===== config.mk =====
export PLATFORM = sky130hd
export DESIGN_NAME = ocd_core
export DESIGN_NICKNAME = d
export VERILOG_FILES = /design/src/rtl/ocd_len_rom.v /design/src/rtl/ocd_core.v
export VERILOG_INCLUDE_DIRS = /design/src /design/src/rtl
export SDC_FILE = /design/constraint.sdc
export NUM_CORES = 1
export LEC_CHECK = 0
export BUFFER_PORTS_ARGS = -buffer_cell sky130_fd_sc_hd__buf_4
export CAP_MARGIN = 10
export CELL_PAD_IN_SITES_DETAIL_PLACEMENT = 0
export CELL_PAD_IN_SITES_GLOBAL_PLACEMENT = 1
export CORE_ASPECT_RATIO = 1.5
export CORE_MARGIN = 2
export CORE_UTILIZATION = 45
export DETAILED_ROUTE_END_ITERATION = 6
export PLACE_DENSITY_LB_ADDON = 0.1
export SLEW_MARGIN = 15
export SYNTH_ARGS = -nofsm -noshare
export SYNTH_HDL_FRONTEND = slang
export SYNTH_SLANG_ARGS = --single-unit

===== constraint.sdc =====
create_clock -name ref_clk -period 5.6 [get_ports ref_clk]
set_clock_uncertainty 0.1 [all_clocks]
set_input_delay 1.68 -clock ref_clk [delete_from_list [all_inputs] [get_ports ref_clk]]
set_output_delay 1.68 -clock ref_clk [all_outputs]
set_load 0.05 [all_outputs]

===== src/rtl/ocd_defs.vh =====
// opcode decoder constants: field positions, timing counts, mode reset value
// assumes inclusion by every design file of the opcode cycle decoder
`ifndef OCD_DEFS_VH
`define OCD_DEFS_VH
`define OCD_LEN_W 2
`define OCD_CYC_W 3
`define OCD_MODE_1T_BIT 7
`define OCD_IFC_RESET 8'h00
`define OCD_CLK_2T 2'h2
`define OCD_CLK_1T 2'h1
`endif


===== src/rtl/ocd_len_rom.v =====
// opcode table: bytes and machine cycles for each of 256 opcodes
// assumes opcode presented on the same clock; answer is registered
`timescale 1ns/1ps
`include "ocd_defs.vh"
module ocd_len_rom (
  input wire ref_clk,
  input wire rst_n,
  input wire clk_en,
  input wire [7:0] opcode,
  output reg [1:0] len_q,
  output reg [2:0] cyc_q
);
  reg [4:0] ent;
  // --------------------------------------------------------
  // table lookup, packed as {bytes, cycles}
  // --------------------------------------------------------
  always @* begin
    ent = {2'h1, 3'h1};
    casez (opcode)
      8'b???1_0001: ent = {2'h2, 3'h6};
      8'b???0_0001: ent = {2'h2, 3'h3};
      8'h58, 8'h59, 8'h5A, 8'h5B, 8'h5C, 8'h5D, 8'h5E, 8'h5F,
      8'h48, 8'h49, 8'h4A, 8'h4B, 8'h4C, 8'h4D, 8'h4E, 8'h4F,
      8'h68, 8'h69, 8'h6A, 8'h6B, 8'h6C, 8'h6D, 8'h6E, 8'h6F:
        ent = {2'h1, 3'h1};
      8'h55, 8'h45, 8'h65, 8'h54, 8'h44, 8'h64: ent = {2'h2, 3'h2};
      8'h56, 8'h57, 8'h46, 8'h47, 8'h66, 8'h67: ent = {2'h1, 3'h2};
      8'h52, 8'h42, 8'h62: ent = {2'h2, 3'h3};
      8'h53, 8'h43, 8'h63: ent = {2'h3, 3'h4};
      8'hE4, 8'hF4, 8'h23, 8'h33, 8'h03, 8'h13, 8'hC4:
        ent = {2'h1, 3'h1};
      8'hE8, 8'hE9, 8'hEA, 8'hEB, 8'hEC, 8'hED, 8'hEE, 8'hEF:
        ent = {2'h1, 3'h1};
      8'hF8, 8'hF9, 8'hFA, 8'hFB, 8'hFC, 8'hFD, 8'hFE, 8'hFF,
      8'hC8, 8'hC9, 8'hCA, 8'hCB, 8'hCC, 8'hCD, 8'hCE, 8'hCF:
        ent = {2'h1, 3'h2};
      8'hE5, 8'h74, 8'h78, 8'h79, 8'h7A, 8'h7B, 8'h7C, 8'h7D,
      8'h7E, 8'h7F: ent = {2'h2, 3'h2};
      8'hA8, 8'hA9, 8'hAA, 8'hAB, 8'hAC, 8'hAD, 8'hAE, 8'hAF,
      8'h86, 8'h87: ent = {2'h2, 3'h4};
      8'hE6, 8'hE7: ent = {2'h1, 3'h2};
      8'hF5, 8'h88, 8'h89, 8'h8A, 8'h8B, 8'h8C, 8'h8D, 8'h8E,
      8'h8F, 8'hC5, 8'hC2, 8'hD2, 8'hB2, 8'h92:
        ent = {2'h2, 3'h3};
      8'h85: ent = {2'h3, 3'h4};
      8'h75: ent = {2'h3, 3'h3};
      8'hF6, 8'hF7, 8'hC6, 8'hC7: ent = {2'h1, 3'h3};
      8'h76, 8'h77: ent = {2'h2, 3'h3};
      8'hA6, 8'hA7: ent = {2'h2, 3'h5};
      8'h90: ent = {2'h3, 3'h3};
      8'h93, 8'h83: ent = {2'h1, 3'h3};
      8'hE0, 8'hE2, 8'hE3: ent = {2'h1, 3'h3};
      8'hF0, 8'hF2, 8'hF3: ent = {2'h1, 3'h4};
      8'hC0: ent = {2'h2, 3'h4};
      8'hD0: ent = {2'h2, 3'h3};
      8'hD6, 8'hD7: ent = {2'h1, 3'h3};
      8'h12: ent = {2'h3, 3'h6};
      8'h22, 8'h32: ent = {2'h1, 3'h4};
      8'h02: ent = {2'h3, 3'h4};
      8'h80: ent = {2'h2, 3'h3};
      8'h73: ent = {2'h1, 3'h2};
      8'h60, 8'h70, 8'h40, 8'h50: ent = {2'h2, 3'h3};
      8'h20, 8'h30, 8'h10: ent = {2'h3, 3'h4};
      8'hB4, 8'hB5, 8'hB6, 8'hB7, 8'hB8, 8'hB9, 8'hBA, 8'hBB,
      8'hBC, 8'hBD, 8'hBE, 8'hBF: ent = {2'h3, 3'h4};
      8'hD8, 8'hD9, 8'hDA, 8'hDB, 8'hDC, 8'hDD, 8'hDE, 8'hDF:
        ent = {2'h2, 3'h3};
      8'hD5: ent = {2'h3, 3'h4};
      8'h82, 8'hB0, 8'h72, 8'hA0, 8'hA2: ent = {2'h2, 3'h2};
      default: ent = {2'h1, 3'h1};
    endcase
  end

  // registered answer
  always @(posedge ref_clk or negedge rst_n) begin
    if (!rst_n) begin
      len_q <= 2'h1;
      cyc_q <= 3'h1;
    end else if (clk_en) begin
      len_q <= ent[4:3];
      cyc_q <= ent[2:0];
    end
  end
endmodule // ocd_len_rom


===== src/rtl/ocd_core.v =====
// instruction fetch and cycle sequencer for the 8-bit core
// assumes program memory answers a read in the cycle after the request
`timescale 1ns/1ps
`include "ocd_defs.vh"
module ocd_core #(
  parameter PC_W = 16
) (
  input wire ref_clk,
  input wire rst_n,
  input wire clk_en,
  input wire [7:0] interface_control_register,
  input wire [7:0] code_rdata,
  input wire bit_value,
  output wire [PC_W-1:0] code_addr,
  output wire code_rd,
  output reg [7:0] opcode_q,
  output reg [7:0] operand1_q,
  output reg [7:0] operand2_q,
  output reg [1:0] length_q,
  output reg [2:0] mcycles_q,
  output reg insn_done_q,
  output reg bit_clear_q,
  output reg [PC_W-1:0] pc_q
);
  localparam ST_OPC = 6'b000001;
  localparam ST_DEC = 6'b000010;
  localparam ST_LEN = 6'b000100;
  localparam ST_OPR = 6'b001000;
  localparam ST_OPD = 6'b010000;
  localparam ST_EXE = 6'b100000;

  reg [5:0] st_q;
  reg [5:0] st_d;
  reg [1:0] got_q;
  reg [2:0] mc_q;
  reg [1:0] tick_q;
  wire [1:0] rom_len;
  wire [2:0] rom_cyc;
  wire [1:0] clk_per_mc;
  wire mc_end;

  ocd_len_rom u_rom (
    .ref_clk(ref_clk),
    .rst_n(rst_n),
    .clk_en(clk_en),
    .opcode(code_rdata),
    .len_q(rom_len),
    .cyc_q(rom_cyc)
  );

  // --------------------------------------------------------
  // machine cycle timing
  // --------------------------------------------------------
  // mode bit picks clocks
  assign clk_per_mc =
    interface_control_register[`OCD_MODE_1T_BIT] ? `OCD_CLK_1T :
    `OCD_CLK_2T;
  assign mc_end = (tick_q + 2'h1 >= clk_per_mc);

  // ticks within the current machine cycle
  always @(posedge ref_clk or negedge rst_n) begin
    if (!rst_n) begin
      tick_q <= 2'h0;
    end else if (clk_en) begin
      if (st_q != ST_EXE || mc_end) begin
        tick_q <= 2'h0;
      end else begin
        tick_q <= tick_q + 2'h1;
      end
    end
  end

  // --------------------------------------------------------
  // fetch address
  // --------------------------------------------------------
  // consecutive fetch, pc advances
  assign code_addr = pc_q;
  assign code_rd = (st_q == ST_OPC) || (st_q == ST_OPR);

  // next state; a byte is asked for in one state and taken in the next,
  // because program memory answers one live edge after the request
  always @* begin
    st_d = st_q;
    case (st_q)
      ST_OPC: st_d = ST_DEC;
      ST_DEC: st_d = ST_LEN;
      // table answer is registered, so it is only valid in this state
      ST_LEN: st_d = (rom_len > 2'h1) ? ST_OPR : ST_EXE;
      ST_OPR: st_d = ST_OPD;
      ST_OPD: st_d = (got_q + 2'h1 < length_q) ? ST_OPR : ST_EXE;
      // the sequencer counts machine cycles from operand fetch end;
      // this keeps the count a plain per-instruction figure
      ST_EXE: st_d = (mc_end && mc_q + 3'h1 >= mcycles_q) ?
        ST_OPC : ST_EXE;
      default: st_d = ST_OPC;
    endcase
  end

  // --------------------------------------------------------
  // sequencer registers
  // --------------------------------------------------------
  always @(posedge ref_clk or negedge rst_n) begin
    if (!rst_n) begin
      st_q <= ST_OPC;
      pc_q <= {PC_W{1'b0}};
      got_q <= 2'h0;
      mc_q <= 3'h0;
      opcode_q <= 8'h00;
      operand1_q <= 8'h00;
      operand2_q <= 8'h00;
      length_q <= 2'h1;
      mcycles_q <= 3'h1;
      insn_done_q <= 1'b0;
      bit_clear_q <= 1'b0;
    end else if (clk_en) begin
      st_q <= st_d;
      insn_done_q <= 1'b0;
      bit_clear_q <= 1'b0;
      case (st_q)
        ST_OPC: begin
          pc_q <= pc_q + {{(PC_W-1){1'b0}}, 1'b1};
        end
        ST_DEC: begin
          opcode_q <= code_rdata;
        end
        ST_LEN: begin
          length_q <= rom_len;
          mcycles_q <= rom_cyc;
          got_q <= 2'h1;
          mc_q <= 3'h0;
        end
        ST_OPR: begin
          pc_q <= pc_q + {{(PC_W-1){1'b0}}, 1'b1};
        end
        ST_OPD: begin
          if (got_q == 2'h1) begin
            operand1_q <= code_rdata;
          end else begin
            operand2_q <= code_rdata;
          end
          got_q <= got_q + 2'h1;
        end
        ST_EXE: begin
          if (mc_end) begin
            mc_q <= mc_q + 3'h1;
          end
          if (st_d == ST_OPC) begin
            insn_done_q <= 1'b1;
            bit_clear_q <= (opcode_q == 8'h10) && bit_value;
          end
        end
        default: begin
          mc_q <= 3'h0;
        end
      endcase
    end
  end
endmodule // ocd_core


# == After elaboration in Yosys (flattened, before gate mapping) ==
# Index checks and enable logic that the tools add are counted.
# totals
ff_bits,65
output_inout_bits,64
# classes
n_bitwise,2
eq_ne,145
magnitude_cmp,4
reduce_logical,23
n_addsub,4
mux,14
# ops
cell,count
$eq A8 B8 Y1 const B,89
$eq A8 B7 Y1 const B,36
$pmux W5 S11,1
$reduce_or A21 Y1,2
$pmux W6 S6,1
$reduce_or A34 Y1,1
$eq A8 B6 Y1 const B,4
$reduce_or A25 Y1,1
$eq A8 B5 Y1 const B,3
$reduce_or A11 Y1,2
$mux W6,3
$add A16 B1 Y16 const B,1
$eq A6 B1 Y1 const B,2
$reduce_and A3 Y1,3
$eq A8 B2 Y1 const B,1
$reduce_and A2 Y1,4
$eq A6 B2 Y1 const B,1
$eq A6 B3 Y1 const B,1
$eq A6 B4 Y1 const B,1
$eq A6 B5 Y1 const B,1
$eq A6 B6 Y1 const B,1
$ne A6 B6 Y1 const B,1
$pmux W3 S2,1
$reduce_or A2 Y1,3
20 further kinds,28

# == Depth between registers and ports, before layout ==
# Gate-level depths: netlist (run 1).
# depth
word_depth,8
mapped_depth,8

# == Hierarchy ==
# Synthesis (run 1) repeated with hierarchy kept, for this count alone.
# hier_totals
cells_unflattened,381
hier_area_um2,3843.7
# by_module_without_submodules
mod,instances,seq_area_each_um2,cells_each,area_per_inst_um2
ocd_core,1,1505.2,261,3045.4
ocd_len_rom,1,127.6,120,798.3

# == Worst setup path before layout (run 1) ==
# No wires, ideal clock.
# synth_path
path_kind,input port to flip-flop
startpoint,input port code_rdata[2]
endpoint,register u_rom.cyc_q[1]
path_buffers,1
slack_ns,2.263
arrival_ns,3.098
t_required_ns,5.360
stages,7
cell_sequence,buf_2 > and4bb_2 > a32o_1 > a222oi_1 > nor3b_1 > and4b_1 > a41oi_1
# synth_between
elab_chain_len,3
elab_cells_between_ends,144
# synth_rtl
item,line_no,rtl
"start, declared",ocd_core.v:12,"input wire [7:0] code_rdata,"
$eq A8 B7 Y1 (tied with other cells),ocd_len_rom.v:19,casez (opcode)
$reduce_or A34 Y1 (no line) (tied with other cells),n/a,
$pmux W5 S11 *,ocd_len_rom.v:19,
"end signal, assigned",ocd_len_rom.v:81,cyc_q <= ent[2:0];
"end, declared",ocd_len_rom.v:11,output reg [2:0] cyc_q
# Mark *: on every way between the ends. The rest lies on a longest branch, timed or not.
# A chain may end at the register's enable or synchronous reset.

# == Worst setup path after layout (run 1) ==
# layout_path
startpoint,register st_q[5]
endpoint,output port code_rd
# layout_between
elab_chain_len,2
elab_cells_between_ends,3
# layout_rtl
item,line_no,rtl
"start, declared",ocd_core.v:32,reg [5:0] st_q;
"start signal, assigned",ocd_core.v:116,st_q <= st_d;
$eq A6 B1 Y1 / $eq A6 B4 Y1 (equally long branches),ocd_core.v:78,assign code_rd = (st_q == ST_OPC) || (st_q == ST_OPR);
$logic_or A1 B1 Y1 *,ocd_core.v:78,
"end, declared",ocd_core.v:15,"output wire code_rd,"
# Marks and branches as above.

==> run summary, run 1 <==
The run gives 9 as the number of CTS-inserted buffers. Summed over its instances, the top area cell type makes up 40.82% of the synthesized netlist area. Measured against its own limit, the worst slew margin works out to 46.73%. The number of cells in the finished layout apart from fillers was 530. The placed cell count was 514. For the detailed-placement wirelength estimate, the log shows 5.786 mm. From synthesis to final layout, the design area changed by 22.79%. The die area is 8928 um2, and the clock transition at the registers of the reported paths is 60 ps. Along the worst hold path, the cell count comes to 2.

Once the clock tree was built, the setup fixing pass inserted 0 buffers. For the endpoint arrival time on the critical path, the log shows 1690 ps. Most frequent cell after synthesis: sky130_fd_sc_hd__dfrtp_1. The cell type with the highest aggregate area in the netlist is sky130_fd_sc_hd__dfrtp_1. In the routed design, unresolved DRC markers number 0. Path class of the lowest-slack min-delay path: flip-flop to flip-flop. The number of nets in the layout was 449. The netlist uses 65 different library cells.

The kind of cell adding the most delay to the critical path was simple AND/OR/NAND/NOR gates. The total count of hold-check failures in the final report came out at 0. The type of the worst setup path is flip-flop to output pin. TritonCTS built the clock tree. The first-pass GRT wire length was 13.52 mm. The number of antenna diodes came out at 0. The initial utilization of the core area, before any placement, comes to 46.23%.

The first TritonRoute pass finished after 5 iterations. The die width came out at 77.82 um. The logs give 0 for the residual antenna-violating net count after detailed routing and 19.00% for the global router's overall resource usage. The die is 114.7 um tall.

The max capacitance violation total was 0; the number of buffers and inverters on the critical path was 1. The depth of the worst register-to-register path was 4; the CTS H-tree depth was 3. In the post-synthesis netlist, the biggest area contributors are sky130_fd_sc_hd__dfrtp_1 (41%), sky130_fd_sc_hd__mux2_2 (5.5%), sky130_fd_sc_hd__dfstp_2 (3.6%). The total of buffers placed on input and output ports was 76.

Initial antenna violation count: 0. Clock tree synthesis selected as its root buffer the cell sky130_fd_sc_hd__clkbuf_16. Counting flops with a built-in enable in the synthesized netlist gives 0.

The number of hold buffers added after CTS was 0. The register bit total from synthesis is 65. Ranked by instance count, the synthesized netlist is headed by sky130_fd_sc_hd__dfrtp_1 (60), sky130_fd_sc_hd__nand2_1 (28), sky130_fd_sc_hd__o21ai_0 (21). For this run, the number of Yosys warnings is 0. The run finished with clean final reports. Global placer's final weighted congestion: 0.8844.

The worst path in the final design needs a cycle of 3468 ps, including I/O delays and setup. The master of the slowest instance on the critical path is sky130_fd_sc_hd__nor4_1. For the count of pins over their slew limit, the log shows 0. The delay contributed by the slowest stage of the critical path came out at 470 ps. After synthesis, the share of flip-flops with an asynchronous set or reset is 100.0%.

The post-synthesis sequential area ratio is 44.39%. At the worst endpoint, the required time is 3820 ps. The share of post-route cells with drive strength above 1 was 30.82%.

The overall power consumption was 1.956 mW; the transition at the pin with the smallest max-transition slack was 799.1 ps. IR analysis of the VDD net gives a maximum drop of 0.2658 mV. The total area inside the core boundary comes to 7958 um2. The maximum clock insertion buffer count came out at 2. The clock net in this run drives a total of 65 sinks. The power density over cell area came out at 432.9 nW/um2.

After global routing the overflow that remains totals 0. For the worst-skew pair, the clock arrives at the later sink with an insertion delay of 320 ps. The static power due to leakage came out at 2.122 nW. Dividing the synthesized area by the synthesized cell count gives 9.996 um2. Setup violations remaining at the end of the flow were counted as 0. The critical path crosses 3 cells after its start point. The post-detailed-route via-to-cell ratio came out at 5.517. The worst setup path is captured at an output pin. The top-level I/O count was 84. The total negative setup slack was 0 ps; the fmax was 288.3 MHz. The number of rows created at floorplan came out at 40. The routed layout has 2924 vias.

For this block, the initial DRC count from the detailed router was 181. Walking the worst path, the cells encountered are nor4_1 -> and2_1 -> buf_4. The tools report the number of global-route vias before repair as 2746. The routed wire length was 8.129 mm; the pin count of the biggest net entering global routing was 66. Share of the clock period used by the worst path: 61.93%. The run gives 391.2 ps as the final-layout worst hold slack. The post-detailed-route wirelength per cell is 15.34 um, and the number of gates resized after CTS is 0.

For this run, the leading register cell type out of synthesis is sky130_fd_sc_hd__dfrtp_1. Of all nets on the critical path, the largest fanout is 6. The worst setup path is launched from a flip-flop. Setup repair after global routing left no endpoint under its margin. The run gives 3679 um2 as the post-synthesis instance area.

The synthesized net count came out at 397. After filler insertion, the fill cell instance count of the layout stands at 745. The run gives 368 as the synthesized instance count.
[worst min-delay path, delay by kind of cell, from the launching register on]
family,cells,cell delay [ps]
DFF,1,350
AOI/OAI and AO/OA,1,60
and+or+nand+nor,1,50
[layer usage]
layer / part of all wire, % / routed length (um) / global-route usage, % / vias up
li1: - / - / - / 1411
met1: 42 / 3392 / 24.09 / 1422
met2: 52 / 4216 / 30.86 / 78
met3: 4.3 / 349 / 3.532 / 13
met4: 2.1 / 170 / 10.00 / 0
met5: 0 / 0 / 0 / -
[cells by family (layout without fill, tap and decap cells)]
kind of cell    Yosys count  in the layout  share of synthesized area, %
compound gates           64             64                         11.16
xor+xnor                 19             19                         4.524
fa+ha+maj                 9              9                         3.061
buf+inv                  50            107                         7.177
flops                    65             65                         44.39
mux                      25             25                         7.959
simple gates            136            136                         21.74
[power by group]
group | switching (mW) | total (mW) | internal [mW] | leakage, nW
logic | 0.457 | 0.679 | 0.222 | 1.10
clock network | 0.200 | 0.634 | 0.434 | 0.162
registers | 0.0807 | 0.642 | 0.561 | 0.858
[worst paths after layout]
check / start / endpoint / slack (ps)
max in group asynchronous: rst_n / tick_q[0]$_DFFE_PN0P_ / 3530
setup / recovery: st_q[5]$_DFFE_PN0P_ / code_rd / 2130
hold / removal: operand2_q[7]$_DFFE_PN0P_ / operand2_q[7]$_DFFE_PN0P_ / 390
min in group asynchronous: rst_n / code_addr[11]$_DFFE_PN0P_ / 1350
hold reg to reg: operand2_q[7]$_DFFE_PN0P_ / operand2_q[7]$_DFFE_PN0P_ / 390
setup reg to reg: st_q[1]$_DFFE_PN0P_ / operand1_q[4]$_DFFE_PN0P_ / 3310
[registers in the layout (all words and copies together), names as in the netlist]
signal,count
code_addr,16
opcode_q,8
operand1_q,8
operand2_q,8
st_q,6
mc_q,3
mcycles_q,3
u_rom.cyc_q,3
got_q,2
length_q,2
tick_q,2
u_rom.len_q,2
bit_clear_q,1
insn_done_q,1
[final cells by class]
type | count | area (um2) | share of cell area, %
Clock buffer | 9 | 225.2 | 4.986
Clock inverter | 7 | 118.9 | 2.632
Inverter | 15 | 56.30 | 1.247
Multi-Input combinational cell | 253 | 1782 | 39.45
Sequential cell | 65 | 1633 | 36.15
Tap cell | 105 | 131.4 | 2.909
Timing Repair Buffer | 76 | 570.5 | 12.63
[layout by cell type (no fill, tap or decap), types with 3 or more instances in the layout]
| master | count |
|---|---|
| sky130_fd_sc_hd__a211oi_1 | 4 |
| sky130_fd_sc_hd__a21oi_1 | 11 |
| sky130_fd_sc_hd__a31oi_1 | 5 |
| sky130_fd_sc_hd__and3_1 | 6 |
| sky130_fd_sc_hd__and4b_1 | 3 |
| sky130_fd_sc_hd__buf_4 | 76 |
| sky130_fd_sc_hd__bufinv_16 | 3 |
| sky130_fd_sc_hd__clkbuf_16 | 9 |
| sky130_fd_sc_hd__dfrtp_1 | 60 |
| sky130_fd_sc_hd__dfstp_2 | 5 |
| sky130_fd_sc_hd__ha_1 | 9 |
| sky130_fd_sc_hd__inv_1 | 15 |
| sky130_fd_sc_hd__mux2_2 | 18 |
| sky130_fd_sc_hd__mux2_4 | 4 |
| sky130_fd_sc_hd__mux2i_1 | 3 |
| sky130_fd_sc_hd__nand2_1 | 28 |
| sky130_fd_sc_hd__nand2b_1 | 8 |
| sky130_fd_sc_hd__nand3_1 | 9 |
| sky130_fd_sc_hd__nand4_1 | 11 |
| sky130_fd_sc_hd__nand4b_1 | 4 |
| sky130_fd_sc_hd__nor2_1 | 20 |
| sky130_fd_sc_hd__nor2b_1 | 6 |
| sky130_fd_sc_hd__nor3_1 | 10 |
| sky130_fd_sc_hd__nor3b_1 | 4 |
| sky130_fd_sc_hd__nor4b_1 | 4 |
| sky130_fd_sc_hd__o21ai_0 | 21 |
| sky130_fd_sc_hd__or3_1 | 3 |
| sky130_fd_sc_hd__xnor2_1 | 9 |
| sky130_fd_sc_hd__xor2_1 | 10 |
[per-stage QoR]
stage	setup slack, ps	util [%]	instance area [um2]
6_report	2132	56.76	4517
5_1_grt	1996	56.76	4517
4_1_cts	2110	56.76	4517
3_5_place_dp	1860	52.44	4173
3_3_place_gp	1803	52.44	4173
2_1_floorplan	2263	-	3679
(Power assumes the default switching activity.)
==> run 2, diff against run 1 <==
- ABC_AREA: default -> 1
- CORE_UTILIZATION: 45 -> 40
- clock period: 5.6 -> 3.4 ns (I/O delays scaled with it)
==> run summary, run 2 <==
The die area was 10390 um2. Of the post-synthesis cell area, the dominant cell type holds 39.22%. After synthesis the cells add up to 3829 um2. The power density over cell area works out to 767.5 nW/um2. The worst setup path is captured at an output pin. The most used flip-flop cell after synthesis was sky130_fd_sc_hd__dfrtp_1.

The post-detailed-route via-to-cell ratio was 4.917; the max capacitance violation total was 0. sky130_fd_sc_hd__dfrtp_1 takes more of the synthesized area than any other cell. In the final layout, the share of cells above drive strength 1 is 28.04%. The run gives 66 as the pin count of the biggest net entering global routing.

The logs give 391.4 MHz for the fmax and 0 for the number of buffers inserted by hold repair at cts. Global placer's final weighted congestion: 0.9160. After synthesis, the netlist uses 43 different library cells. For this configuration, the core starts out at a cell density of 41.13%. Once the clock tree was built, the setup fixing pass inserted 0 buffers. The tools report the initial antenna violation count as 0. The internal power consumption is 1.938 mW. TritonCTS built the clock tree. Measured along the x axis, the die boundary spans 83.88 um. The detailed router finished its first iteration with 127 violations. The number of antenna diodes in the final layout is 0. Per report_power, the clock group accounts for 23.6% of the total. The logs give 0 for the residual antenna-violating net count after detailed routing and 0 for the DRC violation count after routing. Registers are responsible for 32.2% of the overall power. The floorplan has 43 rows. The number of clock buffers added by TritonCTS is 9.

Floorplan die height: 123.8 um. The flow ran to the end, and the final reports show no timing, DRC or antenna violations. Clock period minus worst slack: 2555 ps. For the pin with the worst max-slew slack, the measured transition is 828.2 ps.

Detailed placement ended at an HPWL of 6.870 mm. The endpoint arrival time on the critical path came out at 1430 ps. The flip-flop count of the largest register after layout was 16. sky130_fd_sc_hd__nand2_1 is the most common cell in the netlist.

The top cell types in the final layout, fill and taps aside, are sky130_fd_sc_hd__nand2_1 (128), sky130_fd_sc_hd__buf_4 (78), sky130_fd_sc_hd__dfrtp_1 (60), sky130_fd_sc_hd__nor2_1 (45), sky130_fd_sc_hd__inv_1 (36). The clock transition at the registers of the reported paths is 50 ps, and the count of flip-flops with a built-in enable after synthesis is 0. For the post-synthesis sequential area ratio, the log shows 42.65%.

The clock tree synthesis step divided the H-tree into 3 levels. The first detailed-routing pass took 4 iterations. Dividing the synthesized area by the synthesized cell count gives 8.094 um2. Combinational logic burns 44.2% of the power.

The number of global-route vias before repair came out at 3055. The total of buffers placed on input and output ports was 76; the fraction of power spent switching nets was 45.69%. The count of clock tree sinks is 65. Setup violations remaining at the end of the flow were counted as 0. Total count of hold-check failures in the final report: 0. The path class of the lowest-slack min-delay path is flip-flop to flip-flop.

The number of gates resized after CTS was 0. By startpoint and endpoint, the worst setup path is classified as flip-flop to output pin. The commonest non-fill, non-tap cell in the layout is sky130_fd_sc_hd__nand2_1. In the final routed layout, each cell accounts on average for 13.70 um. Dividing the final minimum period by the clock period gives 75.14%. The global router's overall resource usage is 18.41%, and the clock latency on the worst-skew pair is 330 ps.

The final layout contains 566 nets. The total area inside the core boundary comes to 9308 um2. The first global-routing pass estimated 14.90 mm of wire.

Peak ir drop on the vdd network: 0.5478 mV. After synthesis, the cell types taking the most area are sky130_fd_sc_hd__dfrtp_1 (39%), sky130_fd_sc_hd__nand2_1 (13%), sky130_fd_sc_hd__o21ai_0 (4.6%). The longest clock path from root to sink contains 2 buffers. Count of pins over their slew limit: 0. After filler insertion, the fill cell instance count of the layout stands at 940.

The analysis attributes to net switching a power of 1.630 mW. Counting flops with an async set or reset pin after synthesis yields a share of 100.0%. By count the netlist is led by sky130_fd_sc_hd__nand2_1 (128), sky130_fd_sc_hd__dfrtp_1 (60), sky130_fd_sc_hd__nor2_1 (45).

The synthesized net count was 502. Summed over all cells, the static leakage comes to 2.407 nW. The final route contains 3216 vias.

Setup repair after global routing left no endpoint under its margin. STA puts the critical path data required time at 2280 ps. Along the worst path, the maximum fanout reaches 5. 84 I/O pins were placed. The worst pin sits at a relative slew slack of 44.79%. The worst setup path is launched from a flip-flop. CTS placed an instance of sky130_fd_sc_hd__clkbuf_16 at the clock tree root. Cells fill 49.94% of the core in the end. The register bit total from synthesis is 65. For the aggregate global routing overflow, the log shows 0.

From synthesis to final layout, the design area changed by 21.41%. Summed over all layers, the routed wires come to 8.957 mm. Counting every instance in the synthesized netlist gives 473. The Yosys step of the flow raised 0 warnings. The total negative setup slack came out at 0 ps.
-- run 2: cell count changes after synthesis, sizes merged, moves of 7 or more --
cell,before,now
nand2,29,141
nor2,20,62
inv,15,46
o21ai,21,45
mux2,22,0
nand3,10,21
nand2b,8,0
clkbuf,10,3
-- run 2: worst max-delay path, stage by stage, from the launching register on --
cell,delay (ps)
sky130_fd_sc_hd__dfrtp_1,460
sky130_fd_sc_hd__nor2_4,170
sky130_fd_sc_hd__nand4_2,130
sky130_fd_sc_hd__nand2_4,130
sky130_fd_sc_hd__buf_4,210
-- run 2: final timing paths --
kind	cells past startpoint	slack [ps]	start	end
worst max-delay path	4	850	st_q[4]$_DFFE_PN0P_	code_rd
worst min-delay path	2	360	u_rom.cyc_q[0]$_DFFE_PN1P_	u_rom.cyc_q[0]$_DFFE_PN1P_
worst max register to register	10	1120	mc_q[0]$_DFFE_PN0P_	bit_clear_q$_DFFE_PN0P_
worst min register to register	2	360	u_rom.cyc_q[0]$_DFFE_PN1P_	u_rom.cyc_q[0]$_DFFE_PN1P_
max in group asynchronous	1	1970	rst_n	u_rom.cyc_q[1]$_DFFE_PN0P_
min in group asynchronous	1	680	rst_n	code_addr[7]$_DFFE_PN0P_
-- run 2: cell families after synthesis --
| family | after synthesis | share of synthesized area [%] |
|---|---|---|
| xor gates and xnor gates | 16 | 3.660 |
| AOI/OAI and AO/OA | 62 | 9.347 |
| adders and majority gates | 9 | 2.941 |
| buffers and inverters | 72 | 9.477 |
| and+or+nand+nor | 249 | 31.93 |
| DFF | 65 | 42.65 |
-- run 2: final cells by class --
class / count / area (um2) / area share [%]
Clock buffer: 11 / 232.7 / 5.007
Clock inverter: 5 / 42.54 / 0.9152
Timing Repair Buffer: 78 / 585.6 / 12.60
Multi-Input combinational cell: 336 / 1833 / 39.43
Inverter: 47 / 181.4 / 3.903
Tap cell: 112 / 140.1 / 3.015
Sequential cell: 65 / 1633 / 35.13
-- run 2: stage by stage --
| stage | setup slack, ps | cells | hold slack [ps] | area (um2) | total power, mW |
|---|---|---|---|---|---|
| floorplan | 1137 | 473 | 348.1 | 3829 | 2.332 |
| global placement | 862.5 | 638 | 353.1 | 4373 | 2.746 |
| detailed placement | 858.0 | 638 | 357.6 | 4373 | 2.762 |
| CTS | 812.5 | 654 | 367.2 | 4648 | 3.615 |
| global route | 750.3 | 654 | 375.3 | 4648 | 3.796 |
| finish | 845.3 | 654 | 363.7 | 4648 | 3.568 |
-- run 2: metal layers --
metal | global-route usage (%) | up-vias | part of all wire, % | wire length, um
met5 | 0 | - | 0 | 0
met1 | 21.08 | 1495 | 41 | 3709
met4 | 8.669 | 0 | 2.3 | 204
met2 | 32.40 | 75 | 52 | 4661
met3 | 4.506 | 15 | 4.3 | 381
li1 | - | 1631 | - | -
-- run 2: power groups by stage --
stage / sequential, mW / clock (mW) / combinational (mW)
final: 1.15 / 0.840 / 1.58
after global routing: 1.18 / 0.894 / 1.72
after CTS: 1.16 / 0.860 / 1.60
after detailed placement: 1.17 / 0 / 1.60
after global placement: 1.16 / 0 / 1.59
after floorplan: 1.62 / 0 / 0.716
==> run 3, diff against run 2 <==
- clock period: 3.4 -> 2.5 ns (I/O delays scaled with it)
==> run summary, run 3 (synthesized netlist as in run 2, its figures left out) <==
The logs give 7.057 mm for the detailed-placement wirelength estimate and 6 for the number of iterations in the first detailed-routing pass. The run gives 0 as the count of pins over their slew limit. Number of buffers inserted by hold repair at cts: 0. The total of buffers placed on input and output ports was 76. The run gives 2.279 mW as the power dissipated by switching net loads. The maximum clock insertion buffer count was 2.

The initial antenna violation count was 0; the number of CTS-inserted buffers was 9. Setup violations remaining at the end of the flow were counted as 0. Entering global routing, the biggest net connects 34 pins. The top-level I/O count is 84. At the worst endpoint, the arrival time is 1480 ps.

The finished layout holds 657 standard cells, fillers aside. The logs give 4.959 mW for the overall power consumption and 0 for the DRC violation count after routing. The clock network burns 24.5% of the power. Net switching is 45.96% of the power.

The worst hold path belongs to the class input pin to async pin. Share of the clock period used by the worst path: 93.29%. Registers are responsible for 31.5% of the overall power. The run finished with clean final reports. The global placer's final weighted congestion is 0.8699, and the residual antenna-violating net count after detailed routing is 0. The core region is 9308 um2. Number of nets in the layout: 569.

The routed layout has 3221 vias. For the pin with the worst max-slew slack, the measured transition is 724.6 ps. The total negative setup slack was 0 ps. The tree built by TritonCTS fans out to 65 sinks. In this run, the combinational gates consume 44.0% of the power.

The repair_antennas step left the layout with diodes totalling 0. The worst setup path is of the flip-flop to output pin kind. The largest fanout on the critical path was 5; the die width was 83.88 um.

The floorplan step set the die height to 123.8 um. After layout, the minimum clock period comes to 2332 ps. The register with the most flip-flops in the layout has 16 of them. The later pin in the worst-skew pair is clocked with a latency of 330 ps.

Setup repair after global routing left no endpoint under its margin. Power spread over the standard cell area amounts to 1056 nW/um2. In this run the clock root is driven by a sky130_fd_sc_hd__clkbuf_16.

Starting density of the core: 41.13%. The worst endpoint required time was 1650 ps. After filler insertion, the fill cell instance count of the layout stands at 951. The first global-routing pass estimated 15.68 mm of wire. In this run the core area contains 43 standard-cell rows. The placed standard-cell area is 4408 um2. Global router's overall resource usage: 19.22%. Counting tap cells, the placed design contains a total of 641 instances.

Total count of hold-check failures in the final report: 0. The routed design has 9.256 mm of wire. The tightest slew margin relative to the limit was 51.70%. The worst setup path is launched from a flip-flop. Compared with the post-synthesis result, the final layout area differs by 22.68%. After detailed routing, the number of vias per cell comes to 4.903. Endpoint kind of the worst setup timing path: an output pin.

TritonCTS built the clock tree. The logs give 4697 um2 for the final cell area excluding filler cells and 0 for the max capacitance violation total. Global routing finished with a remaining overflow of 0. Based on the critical path, the design can be clocked at up to 428.8 MHz. Once the clock tree was built, the resizer swapped 0 gates to a different size.

In the layout the commonest cells are sky130_fd_sc_hd__nand2_1 (128), sky130_fd_sc_hd__buf_4 (80), sky130_fd_sc_hd__dfrtp_1 (60), sky130_fd_sc_hd__nor2_1 (45), sky130_fd_sc_hd__inv_1 (36). The multi-input combinational cells in the finished layout cover a total of 1833 um2. The tools report the internal power consumption as 2.680 mW. The commonest non-fill, non-tap cell in the layout is sky130_fd_sc_hd__nand2_1. After the first detailed-routing iteration, the DRC count stood at 151.

The number of global-route vias before repair is 3163. VDD sags by at most 0.7578 mV. The CTS H-tree depth is 3.

The die covers 10390 um2. Summing all flip-flop and latch instances after layout gives 1633 um2. Clock transition at the registers of the reported paths: 60 ps. Summed over all cells, the static leakage comes to 2.437 nW. Final hold analysis gives a worst-case slack of 248.4 ps. Buffers added to address setup during post-CTS repair amount to 0.

For the worst flop-to-flop path, the logic depth is 10. Cells with a size suffix above 1 make up 28.81% of the layout. In the final routed layout, each cell accounts on average for 14.09 um.
==> run 3: worst max-delay path, cell delays in order, from the launching register on <==
cell and delay, ps:
sky130_fd_sc_hd__dfrtp_1 470, sky130_fd_sc_hd__nor2_4 180, sky130_fd_sc_hd__nand4_2 140, sky130_fd_sc_hd__nand2_4 140
sky130_fd_sc_hd__buf_4 210
==> run 3: path summary, 6_finish.rpt <==
kind	start	end	slack, ps
worst max-delay path	st_q[4]$_DFFE_PN0P_	code_rd	170
worst min-delay path	rst_n	code_addr[9]$_DFFE_PN0P_	250
worst max register to register	mc_q[0]$_DFFE_PN0P_	bit_clear_q$_DFFE_PN0P_	250
worst min register to register	u_rom.len_q[0]$_DFFE_PN1P_	length_q[0]$_DFFE_PN1P_	370
max in group asynchronous	rst_n	u_rom.cyc_q[0]$_DFFE_PN1P_	1450
min in group ref_clk	u_rom.len_q[0]$_DFFE_PN1P_	length_q[0]$_DFFE_PN1P_	370
==> run 3: layout make-up <==
cell class	count	area share (%)
Inverter	47	3.863
Clock buffer	10	5.088
Tap cell	112	2.983
Multi-Input combinational cell	336	39.03
Timing Repair Buffer	81	13.21
Sequential cell	65	34.76
Clock inverter	6	1.066
==> run 3: per-layer routing <==
layer	GRT usage [%]	up-vias	wire length (um)
met1	21.90	1504	3730
li1	-	1638	-
met5	0	-	0
met2	34.80	63	4949
met3	4.175	16	368
met4	8.165	0	208
==> run 3: metrics by stage <==
| stage | util, % | worst slack [ps] |
|---|---|---|
| finish | 50.46 | 167.8 |
| global route | 50.46 | 47.05 |
| CTS | 50.46 | 151.7 |
| detailed placement | 47.36 | 229.0 |
| global placement | 47.36 | 231.1 |
| floorplan | - | 506.6 |
==> run 3: power groups by stage <==
stage | clock [mW] | sequential [mW] | combinational [mW]
global placement | 0 | 1.58 | 2.17
detailed placement | 0 | 1.59 | 2.18
floorplan | 0 | 2.20 | 0.974
finish | 1.22 | 1.56 | 2.18
global route | 1.29 | 1.60 | 2.36
CTS | 1.25 | 1.57 | 2.21
